==> config.mk <==
export PLATFORM = sky130hd
export DESIGN_NAME = ref_clock_cfg
export DESIGN_NICKNAME = d
export VERILOG_FILES = /design/src/pkg/synth_cfg_pkg.sv /design/src/pkg/clkdiv_if.sv /design/src/hw/divided_ref_output_divider.sv /design/src/hw/ref_clock_cfg.sv
export SDC_FILE = /design/constraint.sdc
export NUM_CORES = 1
export LEC_CHECK = 0
export ABC_AREA = 1
export BUFFER_PORTS_ARGS = -buffer_cell sky130_fd_sc_hd__buf_2
export CAP_MARGIN = 20
export CORE_MARGIN = 2
export CORE_UTILIZATION = 54
export DETAILED_ROUTE_END_ITERATION = 6
export GPL_TIMING_DRIVEN = 0
export HOLD_SLACK_MARGIN = 0.06
export MAX_ROUTING_LAYER = met4
export PLACE_DENSITY = 0.79
export SLEW_MARGIN = 30
export SYNTH_ARGS = -nofsm -noshare
export SYNTH_HDL_FRONTEND = slang
export SYNTH_HIERARCHICAL = 1
export SYNTH_SLANG_ARGS = --single-unit
export TNS_END_PERCENT = 100
==> constraint.sdc <==
create_clock -name MCLK -period 3.4 [get_ports MCLK]
set_input_delay 0.68 -clock MCLK [delete_from_list [all_inputs] [get_ports MCLK]]
set_output_delay 0.68 -clock MCLK [all_outputs]
set_load 0.02 [all_outputs]
==> src/pkg/synth_cfg_pkg.sv <==
// Constants shared by the reference clock and synthesizer config block.
// Assumes a 32-bit Avalon-MM slave with byte addresses.
package synth_cfg_pkg;

   // ==========================================================
   // Register byte offsets
   localparam logic [4:0] OFF_FREQ   = 5'h00;
   localparam logic [4:0] OFF_REF    = 5'h04;
   localparam logic [4:0] OFF_FUNC   = 5'h08;
   localparam logic [4:0] OFF_STATUS = 5'h0C;
   localparam logic [4:0] OFF_SYNTH  = 5'h10;

   // ==========================================================
   // Field positions
   localparam int FRAC_LSB    = 0;   // fraction_word [11:0]
   localparam int FRAC_W      = 12;
   localparam int INT_LSB     = 12;  // integer divide [19:12]
   localparam int FEC_LSB     = 0;   // freq_error_correction_word [10:0]
   localparam int FEC_W       = 11;
   localparam int DIVF_LSB    = 19;  // divided_ref_output_divide_field [22:19]
   localparam int DIVF_W      = 4;
   localparam int VA_LOW_BIT  = 23;
   localparam int VA_HIGH_BIT = 24;
   localparam int OSC_DIS_BIT = 0;
   localparam int BUF_EN_BIT  = 4;
   localparam int BIAS_LSB    = 8;   // vco_bias_field [11:8]
   localparam int BIAS_W      = 4;
   localparam int FINE_SHIFT  = 15;  // fine modulus 2^15
   localparam int FRAC_SHIFT  = 3;   // 2^12 fraction on a 2^15 grid

   // ==========================================================
   // Values after reset, and the unsafe bias codes
   localparam logic [3:0] DIVF_RST   = 4'h8;  // ratio 16
   localparam logic       BUF_EN_RST = 1'b1;
   localparam logic       OSC_DIS_RST = 1'b0;
   localparam logic [3:0] BIAS_RST   = 4'h5;
   localparam logic [3:0] BIAS_BAD0  = 4'h0;
   localparam logic [3:0] BIAS_BADE  = 4'hE;
   localparam logic [3:0] BIAS_BADF  = 4'hF;

   // ==========================================================
   // Bus handshake states, Gray order
   typedef enum logic [1:0] {
      BUS_IDLE = 2'b00,
      BUS_ACK  = 2'b01,
      BUS_DONE = 2'b11
   } bus_state_type;

endpackage

==> src/pkg/clkdiv_if.sv <==
// Carrier between the config block and its clock-out divider.
// Both ends run on the one block clock.
`timescale 1ns/1ps
interface clkdiv_if;
   logic       ce;
   logic       ref_tick;
   logic [3:0] field;
   logic       level;
   logic [3:0] active;

   modport ctl (output ce, output ref_tick, output field,
                input level, input active);
   modport div (input ce, input ref_tick, input field,
                output level, output active);
endinterface

==> src/hw/divided_ref_output_divider.sv <==
// Even-ratio clock-out divider with 50:50 duty.
// Assumes one reference tick enable per reference period.
`timescale 1ns/1ps
module divided_ref_output_divider (
   input  wire logic MCLK,
   input  wire logic RST_N,
   clkdiv_if.div     dv
);
   logic [3:0] cnt_r;
   logic [3:0] active_r;
   logic       level_r;
   logic       term;

   assign term      = (cnt_r == active_r - 4'h1);
   assign dv.level  = level_r;
   assign dv.active = active_r;

   // ==========================================================
   // Half period of k ticks gives ratio 2k
   always_ff @(posedge MCLK or negedge RST_N) begin
      if (!RST_N) begin
         cnt_r    <= 4'h0;
         level_r  <= 1'b0;
         active_r <= synth_cfg_pkg::DIVF_RST;
      end else if (!dv.ce) begin
         cnt_r    <= 4'h0;
         level_r  <= 1'b0;
         active_r <= synth_cfg_pkg::DIVF_RST; // RULE9
      end else if (dv.ref_tick) begin
         if (term) begin
            cnt_r   <= 4'h0;
            level_r <= ~level_r; // RULE8
            // Ratio swaps only after a full low half: no runt pulses
            if (!level_r && dv.field != 4'h0) begin
               active_r <= dv.field; // RULE15 RULE16
            end
         end else begin
            cnt_r <= cnt_r + 4'h1; // RULE7
         end
      end
   end
endmodule // divided_ref_output_divider

==> src/hw/ref_clock_cfg.sv <==
// Reference clock and frequency word control with Avalon-MM registers.
// Assumes MCLK is the crystal reference and all inputs are synchronous.
//
// Design decisions made here: the Avalon-MM register port and the register addresses.
`timescale 1ns/1ps

// What this block does
// RULE1 - Output is phase comparator times N plus fraction/4096
// RULE2 - Oscillator runs while disable bit low; resets low
// RULE3 - Chip enable low stops the oscillator
// RULE4 - Disable bit high selects external square reference
// RULE5 - Fine correction modulus fixed at 2^15 steps
// RULE6 - Correction word is signed two's complement
// RULE7 - Clock output divides by even 2 to 30
// RULE8 - Clock output has equal high and low
// RULE9 - Divide ratio 16 after power-up
// RULE10 - Output buffer driven while enable bit high
// RULE11 - Both varactor bits high reduce capacitance
// RULE12 - Host avoids bias 0x0, 0xE, 0xF
// RULE13 - Host uses bias 0x5 as safe default
// RULE14 - Chip enable low returns the freq, ref and function registers to their reset values
// RULE15 - Field value k gives ratio 2k; a field of 0 is ignored and keeps the previous ratio
// RULE16 - Ratio changes only at period boundary
module ref_clock_cfg #(
   parameter int INT_W = 8
) (
   input  wire logic        MCLK,
   input  wire logic        RST_N,
   input  wire logic        CHIP_EN,
   input  wire logic        REF_INPUT_PIN,
   input  wire logic [4:0]  AVS_ADDRESS,
   input  wire logic        AVS_READ,
   input  wire logic        AVS_WRITE,
   input  wire logic [31:0] AVS_WRITEDATA,
   input  wire logic [3:0]  AVS_BYTEENABLE,
   output logic      [31:0] AVS_READDATA,
   output logic             AVS_WAITREQUEST,
   output logic             OSC_ENABLE,
   output logic             REF_SELECT_EXT,
   output logic             DIVIDED_REF_OUTPUT,
   output logic             DIVIDED_REF_OUTPUT_DRIVE,
   output logic             VARACTOR_REDUCED,
   output logic      [3:0]  VCO_BIAS,
   output logic      [31:0] SYNTH_WORD
);

   // ==========================================================
   // Functions
   function automatic logic [31:0] be_merge(
      input logic [31:0] old_v,
      input logic [31:0] new_v,
      input logic [3:0]  be
   );
      logic [31:0] r;
      r = old_v;
      for (int i = 0; i < 4; i++) begin
         if (be[i]) begin
            r[8*i +: 8] = new_v[8*i +: 8];
         end
      end
      return r;
   endfunction

   // Word on a 2^15 grid: N, fraction and signed fine offset
   function automatic logic [31:0] synth_calc(
      input logic [INT_W-1:0] n_int,
      input logic [11:0]      frac,
      input logic [10:0]      fec
   );
      logic [31:0] base;
      logic [31:0] fine;
      base = (32'(n_int) << synth_cfg_pkg::FINE_SHIFT)
           + (32'(frac) << synth_cfg_pkg::FRAC_SHIFT); // RULE1
      fine = {{21{fec[10]}}, fec}; // RULE6
      return base + fine; // RULE5
   endfunction

   function automatic logic bias_unsafe(input logic [3:0] b);
      return (b == synth_cfg_pkg::BIAS_BAD0)
          || (b == synth_cfg_pkg::BIAS_BADE)
          || (b == synth_cfg_pkg::BIAS_BADF);
   endfunction

   // ==========================================================
   // Registers
   logic [31:0]                  freq_r;
   logic [31:0]                  ref_r;
   logic [31:0]                  func_r;
   logic [31:0]                  freq_nxt;
   logic [31:0]                  ref_nxt;
   logic [31:0]                  func_nxt;
   synth_cfg_pkg::bus_state_type bus_r;
   logic                         ref_prev_r;
   logic                         req;
   logic                         commit_wr;
   logic                         ext_ref;
   logic [31:0]                  rd_val;
   logic [31:0]                  status;

   clkdiv_if dvi ();

   divided_ref_output_divider u_div (
      .MCLK  (MCLK),
      .RST_N (RST_N),
      .dv    (dvi.div)
   );

   assign req       = AVS_READ | AVS_WRITE;
   // Write lands on the edge where the master sees waitrequest low
   assign commit_wr = AVS_WRITE && bus_r == synth_cfg_pkg::BUS_ACK
                      && CHIP_EN;
   assign ext_ref   = func_r[synth_cfg_pkg::OSC_DIS_BIT];

   assign freq_nxt = be_merge(freq_r, AVS_WRITEDATA, AVS_BYTEENABLE);
   assign ref_nxt  = be_merge(ref_r, AVS_WRITEDATA, AVS_BYTEENABLE);
   assign func_nxt = be_merge(func_r, AVS_WRITEDATA, AVS_BYTEENABLE);

   // ==========================================================
   // Reference tick into the divider
   assign dvi.ce    = CHIP_EN;
   assign dvi.field = ref_r[synth_cfg_pkg::DIVF_LSB +: 4];
   // Crystal ticks every clock; external ref ticks on its rising edge
   always_comb begin
      if (!CHIP_EN) begin
         dvi.ref_tick = 1'b0; // RULE3
      end else if (ext_ref) begin
         dvi.ref_tick = REF_INPUT_PIN & ~ref_prev_r; // RULE4
      end else begin
         dvi.ref_tick = 1'b1; // RULE2
      end
   end

   always_ff @(posedge MCLK or negedge RST_N) begin
      if (!RST_N) begin
         ref_prev_r <= 1'b0;
      end else begin
         ref_prev_r <= REF_INPUT_PIN;
      end
   end

   // ==========================================================
   // Frequency register
   always_ff @(posedge MCLK or negedge RST_N) begin
      if (!RST_N) begin
         freq_r <= 32'h0000_0000;
      end else if (!CHIP_EN) begin
         freq_r <= 32'h0000_0000; // RULE14
      end else if (commit_wr && AVS_ADDRESS == synth_cfg_pkg::OFF_FREQ)
      begin
         freq_r <= freq_nxt & {{(20-INT_W){1'b0}}, {(INT_W){1'b1}}, 12'hFFF};
      end
   end

   // ==========================================================
   // Reference register
   always_ff @(posedge MCLK or negedge RST_N) begin
      if (!RST_N) begin
         ref_r <= 32'(synth_cfg_pkg::DIVF_RST) << synth_cfg_pkg::DIVF_LSB;
      end else if (!CHIP_EN) begin
         ref_r <= 32'(synth_cfg_pkg::DIVF_RST)
                  << synth_cfg_pkg::DIVF_LSB; // RULE14 RULE9
      end else if (commit_wr && AVS_ADDRESS == synth_cfg_pkg::OFF_REF)
      begin
         ref_r <= ref_nxt & 32'h01F8_07FF;
      end
   end

   // ==========================================================
   // Function register
   always_ff @(posedge MCLK or negedge RST_N) begin
      if (!RST_N) begin
         func_r <= (32'(synth_cfg_pkg::BIAS_RST) << synth_cfg_pkg::BIAS_LSB)
                 | (32'(synth_cfg_pkg::BUF_EN_RST)
                    << synth_cfg_pkg::BUF_EN_BIT);
      end else if (!CHIP_EN) begin
         func_r <= (32'(synth_cfg_pkg::BIAS_RST) << synth_cfg_pkg::BIAS_LSB)
                 | (32'(synth_cfg_pkg::BUF_EN_RST)
                    << synth_cfg_pkg::BUF_EN_BIT); // RULE14 RULE10
      end else if (commit_wr && AVS_ADDRESS == synth_cfg_pkg::OFF_FUNC)
      begin
         func_r <= func_nxt & 32'h0000_0F11;
      end
   end

   // ==========================================================
   // Read mux
   assign status = {23'h000000,
                    bias_unsafe(func_r[synth_cfg_pkg::BIAS_LSB +: 4]),
                    dvi.active,
                    dvi.level,
                    VARACTOR_REDUCED,
                    REF_SELECT_EXT,
                    OSC_ENABLE};

   always_comb begin
      if (AVS_ADDRESS == synth_cfg_pkg::OFF_FREQ) begin
         rd_val = freq_r;
      end else if (AVS_ADDRESS == synth_cfg_pkg::OFF_REF) begin
         rd_val = ref_r;
      end else if (AVS_ADDRESS == synth_cfg_pkg::OFF_FUNC) begin
         rd_val = func_r;
      end else if (AVS_ADDRESS == synth_cfg_pkg::OFF_STATUS) begin
         rd_val = status;
      end else if (AVS_ADDRESS == synth_cfg_pkg::OFF_SYNTH) begin
         rd_val = SYNTH_WORD;
      end else begin
         rd_val = 32'h0000_0000;
      end
   end

   // ==========================================================
   // Avalon handshake: one wait state, then release
   always_ff @(posedge MCLK or negedge RST_N) begin
      if (!RST_N) begin
         bus_r           <= synth_cfg_pkg::BUS_IDLE;
         AVS_WAITREQUEST <= 1'b1;
         AVS_READDATA    <= 32'h0000_0000;
      end else begin
         case (bus_r)
            synth_cfg_pkg::BUS_IDLE: begin
               if (req) begin
                  bus_r           <= synth_cfg_pkg::BUS_ACK;
                  AVS_WAITREQUEST <= 1'b0;
                  AVS_READDATA    <= AVS_READ ? rd_val : 32'h0000_0000;
               end
            end
            synth_cfg_pkg::BUS_ACK: begin
               bus_r           <= synth_cfg_pkg::BUS_IDLE;
               AVS_WAITREQUEST <= 1'b1;
            end
            default: begin
               bus_r           <= synth_cfg_pkg::BUS_IDLE;
               AVS_WAITREQUEST <= 1'b1;
            end
         endcase
      end
   end

   // ==========================================================
   // Outputs
   always_ff @(posedge MCLK or negedge RST_N) begin
      if (!RST_N) begin
         OSC_ENABLE         <= 1'b0;
         REF_SELECT_EXT     <= 1'b0;
         DIVIDED_REF_OUTPUT <= 1'b0;
         DIVIDED_REF_OUTPUT_DRIVE       <= 1'b0;
         VARACTOR_REDUCED   <= 1'b0;
         VCO_BIAS           <= synth_cfg_pkg::BIAS_RST;
         SYNTH_WORD         <= 32'h0000_0000;
      end else begin
         OSC_ENABLE <= CHIP_EN && !ext_ref; // RULE2 RULE3
         REF_SELECT_EXT <= CHIP_EN && ext_ref; // RULE4
         DIVIDED_REF_OUTPUT_DRIVE <= CHIP_EN
                         && func_r[synth_cfg_pkg::BUF_EN_BIT]; // RULE10
         // Low when undriven so the host never sees a stale level
         DIVIDED_REF_OUTPUT <= CHIP_EN && dvi.level
                               && func_r[synth_cfg_pkg::BUF_EN_BIT]; // RULE10
         VARACTOR_REDUCED <= ref_r[synth_cfg_pkg::VA_LOW_BIT]
                             && ref_r[synth_cfg_pkg::VA_HIGH_BIT]; // RULE11
         // Bias passed as written; the unsafe flag is status only
         VCO_BIAS <= func_r[synth_cfg_pkg::BIAS_LSB +: 4]; // RULE12 RULE13
         SYNTH_WORD <= synth_calc(
            freq_r[synth_cfg_pkg::INT_LSB +: INT_W],
            freq_r[synth_cfg_pkg::FRAC_LSB +: 12],
            ref_r[synth_cfg_pkg::FEC_LSB +: 11]); // RULE1 RULE5 RULE6
      end
   end

endmodule // ref_clock_cfg

Word level (Yosys, flattened, before mapping)
Cells that the tools add are included.
- register bits after elaboration: 176
- latch bits: 0
- RAM bits: 0
- ROM bits: 0
- input bits: 47
- output and inout port bits: 74
- word-level logic and storage cells: 121
- memories kept: 0
- add/sub/neg operators: 4
- multipliers: 0
- divide/modulo/power cells: 0
- order comparisons: 0
- equality and inequality tests: 19
- shifts and indexed selects: 0
- multiplexer cells: 36
- bitwise logic cells: 4
- reductions and logical operators: 32
- operators with widths (kind ; number):
    32-bit two-way mux ; 12
    4-bit two-way mux ; 9
    25-bit by 11-bit adder with 26-bit output ; 1
    23-bit by 15-bit adder with 24-bit output ; 1
    8-bit two-way mux ; 3
    2-bit AND reduction ; 11
    2-bit by 1-bit inequality test with 1-bit output (second input constant) ; 10
    1-bit logical AND ; 12
    5-bit by 4-bit == test with 1-bit output (second input constant) ; 2
    4-bit == test (second input constant) ; 2
    1-bit two-way mux ; 8
    5-bit by 3-bit == test with 1-bit output (second input constant) ; 1
    5-bit == test (second input constant) ; 1
    5-bit logical NOT ; 1
    5-bit two-way mux ; 1
    4-bit by 1-bit adder with 4-bit output (second input constant) ; 1
    4-bit == test ; 1
    4-bit logical NOT ; 1
    2-bit two-way mux ; 2
    4-bit nonzero test ; 1
    4-bit by 1-bit subtractor with 4-bit output (second input constant) ; 1
    3-bit two-way mux ; 1
    3-bit AND reduction ; 1
    2-bit by 1-bit == test with 1-bit output (second input constant) ; 1
    7 further kinds ; 10

Depth between registers and ports, before layout
- depth in word-level cells: 8
- gate-level depth with buffers: 12
- depth with buffers taken out: 12

Hierarchy
Netlist, hierarchy kept.
- by module, submodules not included (module ; instances ; cells an instance ; area an instance (um2) ; seq. area each (um2)):
    ref_clock_cfg ; 1 ; 788 ; 5969.5 ; 2686.3
    divided_ref_output_divider ; 1 ; 93 ; 656.9 ; 226.5

Least setup slack after synthesis
OpenSTA, ideal clock, no wires.
- path type: in2reg
- start: in CHIP_EN
- end: reg u_div.cnt_r[3]
- setup time: 0.120 ns
- arrival time: 2.062 ns
- data required time: 3.280 ns
- slack: 1.218 ns
- stages on the path: 10
- buffers on the path: 2
- cells stage by stage: buf_2 > buf_1 > nand2_1 > o22ai_1 > nor2_4 > inv_4 > nand2_4 > nor3_2 > xor2_1 > nor2_2
- word-level cells in the longest chain between the ends: 2
- elaborated cells between the ends (all ways): 3
- classes of those cells: eq/ne (1); mux (2)
- ends and longest elaborated chain (element ; line ; text):
    start, declared ; ref_clock_cfg.sv:29 ; input wire logic CHIP_EN,
    1-bit two-way mux ; ref_clock_cfg.sv:124 ; if (!CHIP_EN) begin
    net dvi.ref_tick ; clkdiv_if.sv:6 ; logic ref_tick;
    2-bit by 1-bit inequality test with 1-bit output (no source line) ; - ;
    end signal, assigned ; divided_ref_output_divider.sv:38 ; cnt_r <= cnt_r + 4'h1;
    end, declared ; divided_ref_output_divider.sv:9 ; logic [3:0] cnt_r;
The timed path passes the listed nets, and every way through them passes these cells.
A chain may end at the register's enable or synchronous reset.

Worst setup path in the final report
Same ends and word-level chain as after synthesis.

==> summary by stage <==
Outcome
The run finished with clean final reports.

Placed design
The worst slack after detailed placement is 0.450 ns. Routability-driven placement finished with a final weighted congestion of just over 0.9. Summing all placed instances gives a cell area of between 7000 and 8000 um^2. The final HPWL from detailed placement is between 10000 and 15000 um. During placement, the flow inserted port buffers numbering 112.

Logic synthesis
Among all flip-flop cells after synthesis, the most frequent one is sky130_fd_sc_hd__dfrtp_1. The count of flip-flops with a built-in enable after synthesis is 0. The fraction of the mapped netlist area in compound gates was 0.0921. The number of distinct library cells after synthesis is 40. The post-synthesis share of cell area spent on and, or, nand and nor gates is 0.308. Of the total synthesized cell area, the portion taken by XOR and XNOR cells is 0.0172. The mean instance size in the synthesized netlist is 7.52 um^2. In the synthesized netlist, the number of instances is 881. The mapped netlist covers 6630 um^2. Counting every net in the synthesized netlist gives 952. Ranked by total cell area, the synthesized netlist is headed by sky130_fd_sc_hd__dfrtp_1, sky130_fd_sc_hd__nand2_1, sky130_fd_sc_hd__inv_1. By count the netlist is led by sky130_fd_sc_hd__nand2_1, sky130_fd_sc_hd__dfrtp_1, sky130_fd_sc_hd__inv_1. Summed over all instances, the cell type with the most area after synthesis is sky130_fd_sc_hd__dfrtp_1.

The number of warning messages in the yosys log is 6. sky130_fd_sc_hd__nand2_1 is the most common cell in the netlist. Measured against the total synthesized area, the mux share comes to 0. In this run, synthesis produced a sequential element count of 116.

The top-area cell type share of the netlist area is 0.408. Of all flip-flops after synthesis, the portion carrying an async set or reset was 1.00. The portion of the post-synthesis area used by sequential elements is 0.440.

The main combinational cell family by area after synthesis is simple AND/OR/NAND/NOR gates. Of the total synthesized cell area, the portion taken by full adders, half adders and majority gates is 0.0465.

GRT
Entering global routing, the biggest net connects 91 pins. The number of antenna violations at the first check in global routing is 0. The number of global-route vias before repair is 6093. For this run the aggregate overflow at the end of global routing stands at 0. The aggregate global-route resource usage is 0.310.

The wire length of the first global-routing pass is 30200 um.

Routing
In the routed design, unresolved DRC markers number 0. The pre-antenna-repair detailed-routing pass consisted of 6 iterations. The count of nets left with antenna violations once routing finished came out at 0.

The routed layout has 6291 vias. The first routing iteration left 669 violations. For this block, the routed nets add up to 18700 um of wire. Using the TritonRoute via totals, the vias-per-cell ratio works out to 5.36.

The final routed wire length divided by cell count is 15.9 um.

Final layout
Fill cells in the final layout number 1008. In the final layout, flip-flops and latches occupy 2910 um^2. The area growth from synthesis to layout is 21.7%. For this run, the post-layout net count is 1084. The antenna cell count is 0. The area of all placed cells without fillers is between 8000 and 9000 um^2.

In the final layout, the multi-input gates occupy 3070 um^2. The fraction of final layout cells sized beyond drive strength 1 is 0.209.

Power
The total net switching power is 1.20 mW. The static leakage power is ~4.6 nW. For this design the ratio of total power to cell area is around 530 nW/um^2. The share of total power dissipated in sequential elements is 0.379.

The peak supply drop is approximately 340 uV. The share of total power dissipated in combinational logic is 0.159. The clock network fraction of total power is 0.461. The internal power of the cells totals 3.09 mW. Of the total power, the share spent switching nets is 0.280.

Timing
Setup repair after global routing left no endpoint under its margin. The final critical-path setup slack is 0.805 ns. The count of final setup violators is 0. The number of hold-slack violations in the final timing report is 0. Static timing analysis puts the maximum clock frequency at ~390 MHz. The number of max-slew violations in the final report is 0.

On the final layout, the worst clock skew is 0.00855 ns. The slew at the pin closest to its max-slew limit is 0.764 ns. Measured against its own limit, the worst slew margin works out to 0.491. The minimum clock period after layout is 2.60 ns. Dividing the final minimum period by the clock period gives 0.763.

The total negative setup slack is 0 ns.

Floorplanning
The placeable core region is 12000 um^2. The count of pins on the block boundary is 121. The floorplan step set the die width to 115 um. The floorplan has 40 rows.

The area of the die is roughly 13000 um^2. The initial standard-cell utilization of the core is 0.552. The overall die height is 115 um.

CTS
The maximum buffer depth of the clock tree is 2. Gates resized during post-CTS repair numbered 0. After clock tree synthesis, the setup repair step added 0 buffers. The clock tree from TritonCTS is yes. The clock root buffer master is sky130_fd_sc_hd__clkbuf_16.

Buffers inserted to repair hold after CTS numbered 0. The number of buffers inserted during clock tree synthesis is 17. CTS saw 116 sinks.

The worst-skew pair later-pin latency is 0.41 ns. The post-CTS clock slew at the launch and capture registers of the worst setup and hold paths is approximately 0.05 ns. The number of levels in the clock H-tree is 4.

Critical path
The worst setup path is launched from a primary input. The critical path class is primary input to flip-flop. Data on the critical path arrives at its endpoint at 2.89 ns. The maximum net fanout on the critical path is 10. The element type at the critical path end is a flip-flop.

For the worst flop-to-flop path, the logic depth is 8. Data on the critical path is required at its endpoint by 3.70 ns.

Min path
The path class of the tightest hold or removal check is primary input to asynchronous set/reset pin.

Job
The max-capacitance violation count is 0.
## final timing paths
path                                   to  slack (ns)  startpoint
max in group asynchronous     VCO_BIAS[2]        2.58       RST_N
min in group MCLK             VCO_BIAS[0]        0.38   func_r[8]
setup reg to reg           SYNTH_WORD[23]        1.17   ref_r[10]
setup / recovery           u_div/cnt_r[3]        0.80     CHIP_EN
hold reg to reg               VCO_BIAS[0]        0.38   func_r[8]
hold / removal                   ref_r[1]        0.11       RST_N
## layout by cell type (no fill, tap or decap), types with 3 or more instances in the layout
cell type                   instances
sky130_fd_sc_hd__nand2_1          328
sky130_fd_sc_hd__buf_2            120
sky130_fd_sc_hd__dfrtp_1          108
sky130_fd_sc_hd__inv_1            107
sky130_fd_sc_hd__nor2_1            58
sky130_fd_sc_hd__o21ai_1           48
sky130_fd_sc_hd__nand3_1           41
sky130_fd_sc_hd__a21oi_1           25
sky130_fd_sc_hd__ha_1              23
sky130_fd_sc_hd__nand4_1           18
sky130_fd_sc_hd__clkbuf_16         17
sky130_fd_sc_hd__inv_2             13
sky130_fd_sc_hd__buf_4             13
sky130_fd_sc_hd__xor2_1            11
sky130_fd_sc_hd__o21ai_0           10
sky130_fd_sc_hd__dfstp_2            8
sky130_fd_sc_hd__o211ai_1           7
sky130_fd_sc_hd__clkbuf_1           7
sky130_fd_sc_hd__a22o_1             7
sky130_fd_sc_hd__nor2_4             5
sky130_fd_sc_hd__bufinv_16          5
sky130_fd_sc_hd__nand3_4            3
sky130_fd_sc_hd__nor2_2             3
sky130_fd_sc_hd__o21ai_2            3
sky130_fd_sc_hd__clkbuf_8           3
sky130_fd_sc_hd__nand2_4            3
## stage by stage
step / hold WS (ns) / utilization / cells / power (mW)
5_1_grt: 0.114 / 0.671 / 1173 / 4.44
6_report: 0.109 / 0.671 / 1173 / 4.29
2_1_floorplan: 0.361 / - / 881 / 2.04
3_5_place_dp: 0.367 / 0.617 / 1141 / 2.32
4_1_cts: 0.109 / 0.671 / 1173 / 4.28
3_3_place_gp: 0.366 / 0.614 / 1140 / 2.30
## metal layers
layer  part of all wire  vias up  global-route usage
met1               0.43     2928               0.407
met5                  0        -                   -
met4              0.028        0               0.124
met3              0.073       37              0.0601
li1                   -     3038                   -
met2               0.47      288               0.478
## state kept, by name (all words and copies together) (netlist names), 4 cells and up
register	count
AVS_READDATA	26
SYNTH_WORD	26
freq_r	20
ref_r	17
func_r	6
VCO_BIAS	4
u_div/cnt_r	4
u_div/dv.active	4
## power by group through the flow
stage          logic (mW)  clock network [mW]  registers (mW)
6_report            0.683                1.98            1.63
5_1_grt             0.758                2.05            1.64
4_1_cts             0.683                1.98            1.62
3_5_place_dp        0.677                   0            1.64
3_3_place_gp        0.662                   0            1.64
2_1_floorplan       0.340                   0            1.70
## critical path, stage by stage
cell                      delay [ns]
sky130_fd_sc_hd__buf_2          0.21
sky130_fd_sc_hd__buf_2          0.26
sky130_fd_sc_hd__buf_1          0.61
sky130_fd_sc_hd__nand2_1        0.11
sky130_fd_sc_hd__o22ai_1        0.37
sky130_fd_sc_hd__nor2_4         0.08
sky130_fd_sc_hd__inv_4          0.14
sky130_fd_sc_hd__nand2_4        0.06
sky130_fd_sc_hd__nor3_2         0.12
sky130_fd_sc_hd__xor2_1         0.20
sky130_fd_sc_hd__nor2_2         0.06
## cell type report
class | instances | share of cell area
tap | 147 | 0.0228
timing repair buffer | 113 | 0.0742
sequential | 116 | 0.361
clock buffer | 23 | 0.0593
clock inverter | 9 | 0.0219
inverter | 121 | 0.0566
multi-input combinational | 615 | 0.381
buffer | 29 | 0.0228
## logic make-up after synthesis
group,count (synthesis)
simple gates,473
buf+inv,150
fa+ha+maj,24
compound gates,105
flops,116
xor+xnor,13
No activity file was read; power rests on OpenSTA's default activity.
